<file path="src/rtl/rtccs_pkg.sv">
/*
  Shared constants for the real-time counter control and read-sync block:
  register indices, field positions, reset values and sync timing.
  Assumes a 32-bit APB with byte addresses equal to four times the index.
*/
package rtccs_pkg;

  // Register indices; byte address is four times the index
  localparam logic [5:0]  IDX_CTRL        = 6'h00;
  localparam logic [5:0]  IDX_READ_REQUEST_BIT        = 6'h02;
  localparam logic [5:0]  IDX_EVENT_OUTPUT_CONTROL      = 6'h04;
  localparam logic [5:0]  IDX_IRQ_FLAG    = 6'h08;
  localparam logic [5:0]  IDX_STATUS      = 6'h0A;
  localparam logic [5:0]  IDX_IRQ_MASK    = 6'h0E;

  // Control fields
  localparam int          CTRL_SOFT_RESET_TRIGGER_BIT  = 0;
  localparam int          CTRL_EN_BIT     = 1;
  localparam int          CTRL_MODE_LSB   = 2;
  localparam int          CTRL_HOUR_BIT   = 6;
  localparam int          CTRL_MCLR_BIT   = 7;
  localparam int          CTRL_PRESC_LSB  = 8;
  localparam logic [15:0] CTRL_RESET      = 16'h0000;

  // Read request fields
  localparam int          READ_REQUEST_BIT_REQ_BIT    = 15;
  localparam int          READ_REQUEST_BIT_CONT_BIT   = 14;
  localparam logic [5:0]  READ_REQUEST_BIT_ADDR_VALUE = 6'h10;
  localparam logic [15:0] READ_REQUEST_BIT_RESET      = 16'h0010;

  // Event control fields
  localparam int          EV_OVF_BIT      = 15;
  localparam int          EV_CMP0_BIT     = 8;
  localparam logic [15:0] EV_WRITE_MASK   = 16'h81FF;
  localparam logic [15:0] EV_RESET        = 16'h0000;

  // Status and interrupt fields
  localparam int          STATUS_BUSY_BIT = 7;
  localparam int          IRQ_SYNCRDY_BIT = 0;
  localparam int          IRQ_OVF_BIT     = 1;

  // Mode codes and prescaler limit
  localparam logic [1:0]  MODE_WIDE       = 2'h0;
  localparam logic [1:0]  MODE_NARROW     = 2'h1;
  localparam logic [1:0]  MODE_CALENDAR   = 2'h2;
  localparam logic [3:0]  PRESC_MAX       = 4'hA;

  // Source clock edges a handshake takes
  localparam logic [1:0]  SYNC_EDGES      = 2'h2;

  typedef enum logic [0:0] {
    SYNC_IDLE,
    SYNC_WAIT
  } rtccs_sync_t;

endpackage

</file>
<file path="src/rtl/rtccs_edge_sync.sv">
/*
  Two-flop synchroniser with rising edge detect for the source clock pin.
  Assumes the input is asynchronous to clk_in.
*/
`timescale 1ns/1ps
module rtccs_edge_sync (
  // Clock and reset
  input  wire logic clk_in,
  input  wire logic rst_n_in,
  // Asynchronous level
  input  wire logic async_in,
  // Synchronised level and edge
  output logic      level_out,
  output logic      rise_out
);
  import rtccs_pkg::*;

  typedef struct packed {
    logic meta;
    logic sync;
    logic last;
  } rtccs_sync_state_t;

  rtccs_sync_state_t s_q;
  rtccs_sync_state_t s_d;

  // Edge detect reads only the second and third flops
  always_comb begin
    s_d      = s_q;
    s_d.meta = async_in;
    s_d.sync = s_q.meta;
    s_d.last = s_q.sync;
  end

  always_ff @(posedge clk_in or negedge rst_n_in) begin
    if (!rst_n_in) begin
      s_q <= '0;
    end else begin
      s_q <= s_d;
    end
  end

  assign level_out = s_q.sync;
  assign rise_out  = s_q.sync & ~s_q.last;

endmodule

</file>
<file path="src/rtl/rtccs_top.sv">
/*
  Control, read-request and event-enable registers of a real-time counter,
  with the enable/reset/read handshake towards the source clock pin.
  Assumes an APB master on SYS_CLK_IN and a counter datapath on the same clock.
*/
// Local design decision: the APB slave port.
// Overview of operation
// - Divider code n divides source clock by two to the n, codes up to 0xA.
// - Mode field picks wide counter, narrow counter or calendar; code 3 reserved.
// - Enable reads back at once; a change sets busy and takes effect when handshake ends.
// - Enable and soft reset bits are writable even while the block runs.
// - Soft reset one resets all registers and disables; zero does nothing.
// - A write carrying soft reset discards every other field of that write.
// - Soft reset reads one while pending; it and busy clear together.
// - Clear-on-match clears counter on match in every mode except narrow, reserved code 3 included.
// - Clear-on-match and hour format change only while the block is disabled.
// - Hour format bit picks 24-hour or 12-hour clock representation.
// - Divider, mode, clear-on-match and hour format writes need no handshake.
// - Writing read request one starts a read sync and sets busy.
// - Continuous read re-syncs the counter each time it updates.
// - Continuous read keeps the read request from clearing itself.
// - Continuous read clears when software writes the counter value register.
// - Read-sync address field is read-only and always reads 0x10.
// - Overflow event output only when the overflow event enable is set.
// - Registers accept 8-, 16- and 32-bit accesses through byte strobes.
`timescale 1ns/1ps
module rtccs_top (
  // Clock and reset
  input  wire logic        SYS_CLK_IN,
  input  wire logic        RESET_N_IN,
  // APB slave
  input  wire logic        PSEL_IN,
  input  wire logic        PENABLE_IN,
  input  wire logic        PWRITE_IN,
  input  wire logic [7:0]  PADDR_IN,
  input  wire logic [31:0] PWDATA_IN,
  input  wire logic [3:0]  PSTRB_IN,
  output logic      [31:0] PRDATA_OUT,
  output logic             PREADY_OUT,
  output logic             PSLVERR_OUT,
  // Source timing clock pin
  input  wire logic        SOURCE_TIMING_CLOCK_IN,
  // Counter datapath status
  input  wire logic        COUNT_OVERFLOW_IN,
  input  wire logic        COUNT_MATCH_IN,
  input  wire logic        COUNT_UPDATE_IN,
  input  wire logic        COUNT_WRITE_IN,
  // Counter datapath control
  output logic             COUNTER_TICK_CLOCK_OUT,
  output logic             BLOCK_ENABLED_OUT,
  output logic      [1:0]  OPERATING_MODE_OUT,
  output logic             HOUR_FORMAT_SELECT_OUT,
  output logic             COUNTER_CLEAR_OUT,
  output logic             READ_SYNC_LOAD_OUT,
  // Events and interrupt
  output logic             OVERFLOW_EVENT_OUT,
  output logic             COMPARE0_EVENT_OUT,
  output logic      [7:0]  PERIODIC_EVENT_ENABLE_OUT,
  output logic             IRQ_OUT
);
  import rtccs_pkg::*;

  typedef struct packed {
    logic [3:0]  presc;
    logic        mclr;
    logic        hour;
    logic [1:0]  mode;
    logic        ctrl_en;
    logic        soft_reset_trigger;
    logic        read_request_bit;
    logic        continuous_read_bit;
    logic [15:0] ev;
    logic [1:0]  irq;
    logic [1:0]  mask;
    logic        en_active;
    logic        pend;
    rtccs_sync_t sync;
    logic [1:0]  edge_cnt;
    logic [9:0]  presc_cnt;
    logic        tick;
    logic        ovf_ev;
    logic        cmp_ev;
    logic        clr;
    logic        rsync;
    logic [31:0] prdata;
    logic        slverr;
  } rtccs_state_t;

  rtccs_state_t s_q;
  rtccs_state_t s_d;

  logic src_rise;
  logic wr_acc;
  logic rd_setup;
  logic sync_done;
  logic busy;
  logic guarded;

  // Address match on an aligned word
  function automatic logic hit(input logic [7:0] addr, input logic [5:0] idx);
    hit = (addr[7:2] == idx) && (addr[1:0] == 2'b00);
  endfunction

  // Byte-lane merge of a 16-bit register
  function automatic logic [15:0] merge16(input logic [15:0] old_v,
                                          input logic [15:0] new_v,
                                          input logic [3:0]  strb);
    merge16[7:0]  = strb[0] ? new_v[7:0]  : old_v[7:0];
    merge16[15:8] = strb[1] ? new_v[15:8] : old_v[15:8];
  endfunction

  // Low bits that must all be one for a tick
  function automatic logic [9:0] div_mask(input logic [3:0] code);
    logic [3:0]  c;
    logic [10:0] t;
    c        = (code > PRESC_MAX) ? PRESC_MAX : code;
    t        = (11'h001 << c) - 11'h001;
    div_mask = t[9:0];
  endfunction

  function automatic logic [15:0] ctrl_word(input rtccs_state_t s);
    ctrl_word                              = 16'h0000;
    ctrl_word[CTRL_PRESC_LSB +: 4]         = s.presc;
    ctrl_word[CTRL_MCLR_BIT]               = s.mclr;
    ctrl_word[CTRL_HOUR_BIT]               = s.hour;
    ctrl_word[CTRL_MODE_LSB +: 2]          = s.mode;
    ctrl_word[CTRL_EN_BIT]                 = s.ctrl_en;
    ctrl_word[CTRL_SOFT_RESET_TRIGGER_BIT]              = s.soft_reset_trigger;
  endfunction

  rtccs_edge_sync u_src_sync (
    .clk_in    (SYS_CLK_IN),
    .rst_n_in  (RESET_N_IN),
    .async_in  (SOURCE_TIMING_CLOCK_IN),
    .level_out (),
    .rise_out  (src_rise)
  );

  assign wr_acc    = PSEL_IN & PENABLE_IN & PWRITE_IN;
  assign rd_setup  = PSEL_IN & ~PENABLE_IN & ~PWRITE_IN;
  assign busy      = s_q.pend | (s_q.sync == SYNC_WAIT);
  assign guarded   = s_q.ctrl_en | s_q.en_active;
  assign sync_done = (s_q.sync == SYNC_WAIT) && src_rise &&
                     (s_q.edge_cnt == SYNC_EDGES - 2'h1);

  always_comb begin
    logic [15:0] rd16;
    logic [15:0] nv;
    rd16     = 16'h0000;
    nv       = 16'h0000;
    s_d      = s_q;
    s_d.tick   = 1'b0;
    s_d.rsync  = 1'b0;

    // Read data is captured in the setup phase
    if (rd_setup) begin
      s_d.slverr = 1'b0;
      if (hit(PADDR_IN, IDX_CTRL)) begin
        rd16 = ctrl_word(s_q);
      end else if (hit(PADDR_IN, IDX_READ_REQUEST_BIT)) begin
        rd16[READ_REQUEST_BIT_CONT_BIT] = s_q.continuous_read_bit;
        rd16[5:0]           = READ_REQUEST_BIT_ADDR_VALUE;
      end else if (hit(PADDR_IN, IDX_EVENT_OUTPUT_CONTROL)) begin
        rd16 = s_q.ev;
      end else if (hit(PADDR_IN, IDX_IRQ_FLAG)) begin
        rd16[1:0] = s_q.irq;
      end else if (hit(PADDR_IN, IDX_STATUS)) begin
        rd16[STATUS_BUSY_BIT] = busy;
      end else if (hit(PADDR_IN, IDX_IRQ_MASK)) begin
        rd16[1:0] = s_q.mask;
      end else begin
        s_d.slverr = 1'b1;
      end
      s_d.prdata = {16'h0000, rd16};
    end

    // Read clears only the flags it returned
    if (PSEL_IN && PENABLE_IN && !PWRITE_IN && hit(PADDR_IN, IDX_IRQ_FLAG)) begin
      s_d.irq = s_q.irq & ~s_q.prdata[1:0];
    end

    // Writes are dropped while a soft reset is pending
    if (wr_acc && !s_q.soft_reset_trigger) begin
      if (hit(PADDR_IN, IDX_CTRL)) begin
        nv = merge16(ctrl_word(s_q), PWDATA_IN[15:0], PSTRB_IN);
        if (PSTRB_IN[0] && PWDATA_IN[CTRL_SOFT_RESET_TRIGGER_BIT]) begin
          s_d.soft_reset_trigger = 1'b1;
          s_d.pend  = 1'b1;
        end else begin
          if (PSTRB_IN[0]) begin
            s_d.ctrl_en = nv[CTRL_EN_BIT];
          end
          // Only a change of enable syncs; mode, hour and clear-on-match share its byte lane
          if (PSTRB_IN[0] && (nv[CTRL_EN_BIT] != s_q.ctrl_en)) begin
            s_d.pend    = 1'b1;
          end
          if (!guarded) begin
            s_d.presc = nv[CTRL_PRESC_LSB +: 4];
            s_d.mode  = nv[CTRL_MODE_LSB +: 2];
            s_d.mclr  = nv[CTRL_MCLR_BIT];
            s_d.hour  = nv[CTRL_HOUR_BIT];
          end
        end
      end
      if (hit(PADDR_IN, IDX_READ_REQUEST_BIT) && PSTRB_IN[1]) begin
        if (PWDATA_IN[READ_REQUEST_BIT_REQ_BIT]) begin
          s_d.read_request_bit = 1'b1;
          s_d.pend = 1'b1;
        end
        s_d.continuous_read_bit = PWDATA_IN[READ_REQUEST_BIT_CONT_BIT];
      end
      if (hit(PADDR_IN, IDX_EVENT_OUTPUT_CONTROL) && !guarded) begin
        s_d.ev = merge16(s_q.ev, PWDATA_IN[15:0], PSTRB_IN) & EV_WRITE_MASK;
      end
      if (hit(PADDR_IN, IDX_IRQ_MASK) && PSTRB_IN[0]) begin
        s_d.mask = PWDATA_IN[1:0];
      end
    end

    // Counter value written by software ends continuous reads
    if (COUNT_WRITE_IN) begin
      s_d.continuous_read_bit = 1'b0;
    end

    // Each counter update re-arms a read sync
    if (COUNT_UPDATE_IN && s_q.continuous_read_bit && s_q.read_request_bit) begin
      s_d.pend = 1'b1;
    end

    // Handshake towards the source clock
    case (s_q.sync)
      SYNC_IDLE: begin
        if (s_q.pend) begin
          s_d.pend     = 1'b0;
          s_d.sync     = SYNC_WAIT;
          s_d.edge_cnt = 2'h0;
        end
      end
      SYNC_WAIT: begin
        if (src_rise) begin
          s_d.edge_cnt = s_q.edge_cnt + 2'h1;
        end
        if (sync_done) begin
          s_d.sync      = SYNC_IDLE;
          s_d.en_active = s_q.ctrl_en;
          s_d.irq[IRQ_SYNCRDY_BIT] = 1'b1;
          if (s_q.read_request_bit) begin
            s_d.rsync = 1'b1;
            s_d.read_request_bit  = s_q.continuous_read_bit;
          end
        end
      end
      default: begin
        s_d.sync = SYNC_IDLE;
      end
    endcase

    // Divided tick from source edges
    if (s_q.en_active && src_rise) begin
      s_d.presc_cnt = s_q.presc_cnt + 10'h001;
      s_d.tick      = (s_q.presc_cnt & div_mask(s_q.presc)) == div_mask(s_q.presc);
    end
    if (!s_q.en_active) begin
      s_d.presc_cnt = 10'h000;
    end

    // Event and clear outputs, one cycle behind their cause
    s_d.ovf_ev = COUNT_OVERFLOW_IN & s_q.ev[EV_OVF_BIT] & s_q.en_active;
    s_d.cmp_ev = COUNT_MATCH_IN & s_q.ev[EV_CMP0_BIT] & s_q.en_active;
    s_d.clr    = COUNT_MATCH_IN & s_q.mclr & s_q.en_active &
                 (s_q.mode != MODE_NARROW);
    if (COUNT_OVERFLOW_IN && s_q.en_active) begin
      s_d.irq[IRQ_OVF_BIT] = 1'b1;
    end

    // Completed soft reset returns everything except read data and slave error to reset values
    if (sync_done && s_q.soft_reset_trigger) begin
      s_d        = '0;
      s_d.prdata = s_q.prdata;
      s_d.slverr = s_q.slverr;
    end
  end

  always_ff @(posedge SYS_CLK_IN or negedge RESET_N_IN) begin
    if (!RESET_N_IN) begin
      s_q <= '0;
    end else begin
      s_q <= s_d;
    end
  end

  assign PRDATA_OUT                = s_q.prdata;
  assign PREADY_OUT                = 1'b1;
  assign PSLVERR_OUT               = PSEL_IN & PENABLE_IN & s_q.slverr;
  assign COUNTER_TICK_CLOCK_OUT    = s_q.tick;
  assign BLOCK_ENABLED_OUT         = s_q.en_active;
  assign OPERATING_MODE_OUT        = s_q.mode;
  assign HOUR_FORMAT_SELECT_OUT    = s_q.hour;
  assign COUNTER_CLEAR_OUT         = s_q.clr;
  assign READ_SYNC_LOAD_OUT        = s_q.rsync;
  assign OVERFLOW_EVENT_OUT        = s_q.ovf_ev;
  assign COMPARE0_EVENT_OUT        = s_q.cmp_ev;
  assign PERIODIC_EVENT_ENABLE_OUT = s_q.ev[7:0];
  assign IRQ_OUT                   = |(s_q.irq & s_q.mask);
endmodule

</file>
<file path="config.mk">
export PLATFORM = sky130hd
export DESIGN_NAME = rtccs_top
export DESIGN_NICKNAME = d
export VERILOG_FILES = /design/src/rtl/rtccs_pkg.sv /design/src/rtl/rtccs_edge_sync.sv /design/src/rtl/rtccs_top.sv
export SDC_FILE = /design/constraint.sdc
export NUM_CORES = 1
export LEC_CHECK = 0
export ABC_AREA = 1
export BUFFER_PORTS_ARGS = -buffer_cell sky130_fd_sc_hd__buf_2
export CORE_MARGIN = 5
export CORE_UTILIZATION = 44
export CTS_BUF_LIST = sky130_fd_sc_hd__clkbuf_8
export DETAILED_ROUTE_END_ITERATION = 8
export MAX_ROUTING_LAYER = met4
export PLACE_DENSITY_LB_ADDON = 0.3
export SKIP_LAST_GASP = 1
export SYNTH_ARGS = -nofsm -noshare
export SYNTH_HDL_FRONTEND = slang
export SYNTH_SLANG_ARGS = --single-unit
</file>
<file path="constraint.sdc">
create_clock -name SYS_CLK_IN -period 1.6 [get_ports SYS_CLK_IN]
set_input_delay 0.16 -clock SYS_CLK_IN [delete_from_list [all_inputs] [get_ports SYS_CLK_IN]]
set_output_delay 0.16 -clock SYS_CLK_IN [all_outputs]
set_load 0.005 [all_outputs]
</file>
==> results of run 1 <==
## registers in the layout, summed over array words and instances (netlist names)
| signal | flops |
|---|---|
| HOUR_FORMAT_SELECT_OUT | 1 |
| READ_SYNC_LOAD_OUT | 1 |
| PRDATA_OUT | 15 |
| COUNTER_CLEAR_OUT | 1 |
| OVERFLOW_EVENT_OUT | 1 |
| s_q | 30 |
| u_src_sync.s_d | 1 |
| BLOCK_ENABLED_OUT | 1 |
| COUNTER_TICK_CLOCK_OUT | 1 |
| u_src_sync.s_q | 1 |
| OPERATING_MODE_OUT | 2 |
| PERIODIC_EVENT_ENABLE_OUT | 8 |
| COMPARE0_EVENT_OUT | 1 |
| u_src_sync.level_out | 1 |
## power groups by stage
stage	clock, W	sequential [W]	combinational, W
after floorplan	0	0.00193	0.000570
after global placement	0	0.00195	0.000848
after detailed placement	0	0.00195	0.000877
after CTS	0.00127	0.00192	0.000910
after global routing	0.00136	0.00195	0.00107
final	0.00125	0.00193	0.000951
## final cells by class
cell class,count,share of cell area (%)
Sequential cell,65,36.4
Clock buffer,9,2.77
Tap cell,105,2.94
Multi-Input combinational cell,339,37.8
Clock inverter,7,1.06
Timing Repair Buffer,100,14.2
Inverter,57,4.79
## cells by family (layout without fill, tap and decap cells)
| kind of cell | after synthesis | count (layout) | share of synthesized area (%) |
|---|---|---|---|
| other | 2 | 17 | 0.199 |
| XOR/XNOR | 5 | 5 | 1.16 |
| buffers and inverters | 107 | 173 | 15.4 |
| adder cells (fa/ha/maj) | 3 | 3 | 0.996 |
| AO/OA/AOI/OAI | 41 | 41 | 5.94 |
| flip-flops | 65 | 65 | 43.2 |
| AND/OR/NAND/NOR | 273 | 273 | 33.2 |
## layout by cell type (no fill, tap or decap), types with 14 or more instances in the layout
cell type | Yosys | routed
conb_1 | 2 | 17
o21ai_0 | 15 | 14
inv_1 | 53 | 50
nand2_1 | 117 | 116
nand3_1 | 61 | 58
dfrtp_1 | 65 | 64
nor2_1 | 50 | 50
buf_2 | 4 | 68
buf_4 | 46 | 24
## worst paths after layout
kind                                                    end                         from  depth (start not counted)
hold / removal                 COMPARE0_EVENT_OUT$_DFF_PN0_               COUNT_MATCH_IN                          3
setup / recovery           COUNTER_TICK_CLOCK_OUT$_DFF_PN0_          s_q[83]$_DFFE_PN0P_                          9
hold reg to reg              u_src_sync.level_out$_DFF_PN0_  u_src_sync.s_d[1]$_DFF_PN0_                          0
min in group asynchronous    u_src_sync.level_out$_DFF_PN0_                   RESET_N_IN                          3
setup reg to reg           COUNTER_TICK_CLOCK_OUT$_DFF_PN0_          s_q[83]$_DFFE_PN0P_                          9
max in group asynchronous               s_q[75]$_DFFE_PN0P_                   RESET_N_IN                          3
## layer usage
metal,global-route usage (%),up-vias,wire (um)
met1,25.5,1571,4320
li1,-,1690,-
met2,30.2,106,4500
met3,3.25,18,517
met4,7.87,0,175
met5,-,-,0
## what timing repair did
item / CTS / global route
endpoints found under the setup margin: 2 / 30
pin swaps: 4 / 5
buffers inserted: 5 / 2
endpoints found under the hold margin: 66 / 0
hold buffers: 2 / 0
resized for setup: 8 / 11
## worst reg2reg max path, cell delays in order, from the launching register on
cell	delay, ps
dfrtp_1	430
inv_2	100
buf_6	110
nand4_1	160
ha_4	320
or2_4	100
nand3_2	60
nor2_1	100
nand3_1	100
nor2_1	100
## through the flow
step | util, % | std cells
5_1_grt | 53.9 | 682
3_5_place_dp | 49.9 | 657
4_1_cts | 53.0 | 680
3_3_place_gp | 49.9 | 657
6_report | 53.9 | 682
2_1_floorplan | - | 511
==> metrics, run 1 <==
status=finished, violations left; failing checks=setup timing; Internal Power=roughly 0.0027 W; critical path, cell by cell=inv_2, buf_6, nand4_1, ha_4, or2_4, nand3_2, nor2_1, nand3_1, nor2_1; Final setup viols=1; family with the most delay on the worst path=simple AND/OR/NAND/NOR gates; R2R Setup Slk=-30 ps; Die Width=~100 um; Routed Wire Length=9510 um; DRC errors left=0; CTS Root Cell=clkbuf_8; share of layout cells above drive strength 1=between 20% and 30%; 1st-pass router iterations=5; port buffer count=slightly below 70; core area=between 8000 and 9000 um2; sequential share of the synthesized area=43.2%; syn avg cell area=~7.6 um2; vias in the first global route=~3300; die span in y=about 100 um; DR iter-0 viols=just under 200; Num CTS Buffers=9; Setup Skew=approximately 6.7 ps; Max VDD drop=between 500 and 600 uV; HP Class=in2reg; Total Neg Setup Slack=-32.1 ps; RSZ-0062 raised after global routing=true; Finished Cell Area=approximately 4500 um2; ranking of synthesized cells by area=dfrtp_1 43%, nand2_1 12%, buf_4 9.2%; maximum clock rate=between 600 and 700 MHz; Crit. End Element=flop; Leak=2.38 nW; DIE AREA=between 10000 and 15000 um2; crit-path max FO=3; number of synthesized register bits=65; Synth area leader=dfrtp_1; worst path bufs/invs=2; Area Growth Syn to Fin=18.6%; Worst path max stage delay=around 430 ps; worst setup margin=-32.1 ps; CTS Sinks=between 60 and 70; CP arrival=1910 ps; Clk Latency, worst-skew pair=around 350 ps; DR vias=about 3400; fill count=between 800 and 900; H-tree Lvls=3; critical path class=reg2reg; ant diodes=0; Primary FF master, synth=dfrtp_1; Cell Area, Synth=around 3800 um2; dpl cell area=between 4000 and 5000 um2; top cells by count, synth=117 x nand2_1, 65 x dfrtp_1, 61 x nand3_1; Post-Place Worst Slack=-83.7 ps; max-slew violations=0; most frequent CP cell=nor2_1; antenna violations before repair=0; CTS clock-pin slew for the worst setup and hold paths=roughly 80 ps; global-route wire length before repair=roughly 16000 um; Multi-input gate area=~1700 um2; power per cell area=approximately 900 nW/um2; combinational share of power=between 20% and 30%; max-cap violations=0; Min Hold Slack=40.1 ps; post-synthesis cell type count=31; Yosys top cell area share=a little over two fifths; Final ANT Viol Nets=0; IO Count=~110; Startpoint Class=flop; switch share=approximately a third; Post-synth EDFFs=0; Register Area=1630 um2; Layout Nets=between 600 and 700; Seq pwr share=between 40% and 50%; final period utilization=102%; share of total power in the clock network=30.2%; overall power=approximately 0.0041 W; Rows=33; routability cong.=roughly 0.89; gr usage total=~19%; Starting Density=between 40% and 50%; largest net degree at the start of global routing=66; CTS tree=done; slowest CP cell=dfrtp_1; Detail Placement HPWL=7000 um; via density per instance=between 4 and 5; Net Switching=roughly 0.0014 W; Clock Tree Buf Depth=2; FFs w/ async S/R, synth=100%; Worst Path Required=between 1500 and 2000 ps; top-count cell post-synth=nand2_1; Yosys warnings=0; Mapped Cells=496; wire per inst=roughly 14 um; Fin. Hold Viols=0; Tmin final=about 1600 ps; remaining global-route overflow=0
(Power assumes the default switching activity.)
==> run 2: changes to the inputs <==
CORE_MARGIN = 8   (was 5)
PLACE_DENSITY = 0.76   (was not set)
PLACE_DENSITY_LB_ADDON = not set   (was 0.3)
==> run 2 against run 1 <==
Effect of this change:
- routed wire length grew 1.8%
- cell area shrank 0.34%
- sequential power about the same
- non-clock buffer count down 2
- count of clock-buffer cells in the layout increased by 1
- clock skew barely moved
- critical path depth down 1
- flip-flop and latch count did not move
- global-route usage decreased by 2.2 points
- worst setup slack improved by 83 ps
- die area increased by 12%
- the run now ends clean
==> metrics, run 2 (synthesis results as in run 1) <==
global-route wire length before repair=16000 um (+2.6%); critical path class=reg2reg; Detail Placement HPWL=7480 um (+6.8%); IO Count=106 (unchanged); Max VDD drop=509 uV (-2.4%); status=complete, no violations; DR iter-0 viols=257 (+33%); routability cong.=0.863 (-2.8%); HP Class=in2reg; antenna violations before repair=0 (unchanged); final period utilization=96.8% (-5.2 points); Startpoint Class=flop; remaining global-route overflow=0 (unchanged); worst path bufs/invs=2 (unchanged); Worst path max stage delay=420 ps (about the same); Final ANT Viol Nets=0 (unchanged); Final setup viols=0 (-1); Worst Path Required=1870 ps (about the same); family with the most delay on the worst path=simple AND/OR/NAND/NOR gates; Setup Skew=6.88 ps (+0.167 ps); core area=8260 um2 (-0.50%); wire per inst=14.2 um (+2.1%); H-tree Lvls=3 (unchanged); dpl cell area=4120 um2 (-0.66%); Clk Latency, worst-skew pair=340 ps (about the same); CTS clock-pin slew for the worst setup and hold paths=70 ps (about the same); Largest Register=s_q; share of layout cells above drive strength 1=25.9% (+0.26 points); largest net degree at the start of global routing=36 (-45%); DR vias=3450 (+1.9%); max reg flops=30 (unchanged); CP arrival=1820 ps (-90 ps); CTS Root Cell=clkbuf_8; Num CTS Buffers=9 (unchanged); ant diodes=0 (unchanged); fill count=833 (+3.5%); Total Neg Setup Slack=0 ps (+32.1 ps); max-slew violations=0 (unchanged); commonest cells after routing, fill and taps aside=115 x nand2_1, 68 x buf_2, 64 x dfrtp_1; power per cell area=930 nW/um2 (+0.80%); die span in y=109 um (+5.9%); critical path, cell by cell=inv_2, buf_6, nand4_1, ha_4, or2_2, nand3_2, nand3_2, nor2_1; crit-path max FO=3 (unchanged); DRC errors left=0 (unchanged); Leak=2.37 nW (-0.60%); Tmin final=1550 ps (-82.6 ps); CTS Sinks=65 (unchanged); via density per instance=5.07 (+2.2%); 1st-pass router iterations=5 (unchanged); Routed Wire Length=9680 um (+1.8%); Fin. Hold Viols=0 (unchanged); gr usage total=17.3% (-2.2 points); Area Growth Syn to Fin=18.2%; CTS tree=done; Crit. End Element=flop; Die Width=109 um (+5.9%); Finished Cell Area=4460 um2 (-0.34%); Starting Density=45.6% (+0.23 points); worst-margin pin slew=between 400 and 500 ps; maximum clock rate=645 MHz (+5.3%); Layout Nets=627 (-0.32%); slowest CP cell=dfrtp_1; Max-slew headroom=~67%; max-cap violations=0 (unchanged); Clock Tree Buf Depth=2 (unchanged); port buffer count=68 (unchanged); commonest non-fill, non-tap cell in the layout=nand2_1; DIE AREA=11800 um2 (+12%); vias in the first global route=3512 (+6.1%); most frequent CP cell=nand3_2; Rows=33 (unchanged)
==> run 2: changes by cell type in the layout (fill, tap and decap cells not counted), sizes merged <==
cell / previous run / this run
clkbuf: 9 / 10
inv: 57 / 58
clkinv: 5 / 3
buf: 98 / 96
==> run 2: path summary, 6_finish.rpt <==
| check | from | end | slack (ps) | cells past startpoint |
|---|---|---|---|---|
| max | s_q[84]$_DFFE_PN0P_ | COUNTER_TICK_CLOCK_OUT$_DFF_PN0_ | 50 | 8 |
| min | COUNT_MATCH_IN | COMPARE0_EVENT_OUT$_DFF_PN0_ | 60 | 3 |
| max reg2reg | s_q[84]$_DFFE_PN0P_ | COUNTER_TICK_CLOCK_OUT$_DFF_PN0_ | 50 | 8 |
| min reg2reg | u_src_sync.s_d[1]$_DFF_PN0_ | u_src_sync.level_out$_DFF_PN0_ | 350 | 0 |
| max in group asynchronous | RESET_N_IN | s_q[75]$_DFFE_PN0P_ | 770 | 3 |
| min in group asynchronous | RESET_N_IN | u_src_sync.s_d[1]$_DFF_PN0_ | 250 | 2 |
==> run 2: where the power goes <==
group	switching, W	leakage, nW	internal, W
Clock	0.000667	0.0887	0.000606
Combinational	0.000560	1.41	0.000374
Sequential	0.000141	0.876	0.00180
Total	0.00137	2.37	0.00278
==> run 2: stage by stage <==
| stage | instances | hold WS (ps) | util (%) | total power (W) | setup WS [ps] |
|---|---|---|---|---|---|
| floorplan | 511 | -136 | - | 0.00250 | 5.81 |
| global placement | 655 | 91.5 | 49.8 | 0.00277 | -3.78 |
| detailed placement | 655 | 99.3 | 49.8 | 0.00280 | -5.13 |
| CTS | 676 | 48.4 | 52.7 | 0.00409 | 11.9 |
| global route | 680 | 81.9 | 54.0 | 0.00438 | -6.13 |
| finish | 680 | 62.3 | 54.0 | 0.00415 | 50.5 |
==> run 2: worst reg2reg max path, cell delays in order (launching register included) <==
cell and delay [ps]:
dfrtp_1 420, inv_2 80, buf_6 100, nand4_1 140
ha_4 200, or2_2 300, nand3_2 70, nand3_2 70
nor2_1 100
==> run 2: repair_timing <==
item,in CTS,in global routing
pin swaps,2,9
hold buffers,2,0
endpoints found under the hold margin,14,0
resized for setup,3,21
gates cloned,0,0
endpoints found under the setup margin,6,33
buffers inserted,3,4
==> run 2: cell type report <==
cell class	instances	area, um2	share of cell area (%)
clock buffers	10	138	3.09
repair buffers	98	611	13.7
flip-flops and latches	65	1630	36.5
inverters	57	216	4.86
multi-input cells	339	1690	37.9
well taps	105	131	2.95
clock inverters	6	42.5	0.955
==> run 2: per-layer routing <==
| layer | wire (um) | vias to the layer above | GRT usage (%) |
|---|---|---|---|
| met5 | 0 | - | - |
| met4 | 297 | 0 | 9.68 |
| met3 | 541 | 21 | 2.14 |
| met2 | 4630 | 133 | 27.3 |
| met1 | 4210 | 1611 | 21.0 |
| li1 | - | 1685 | - |
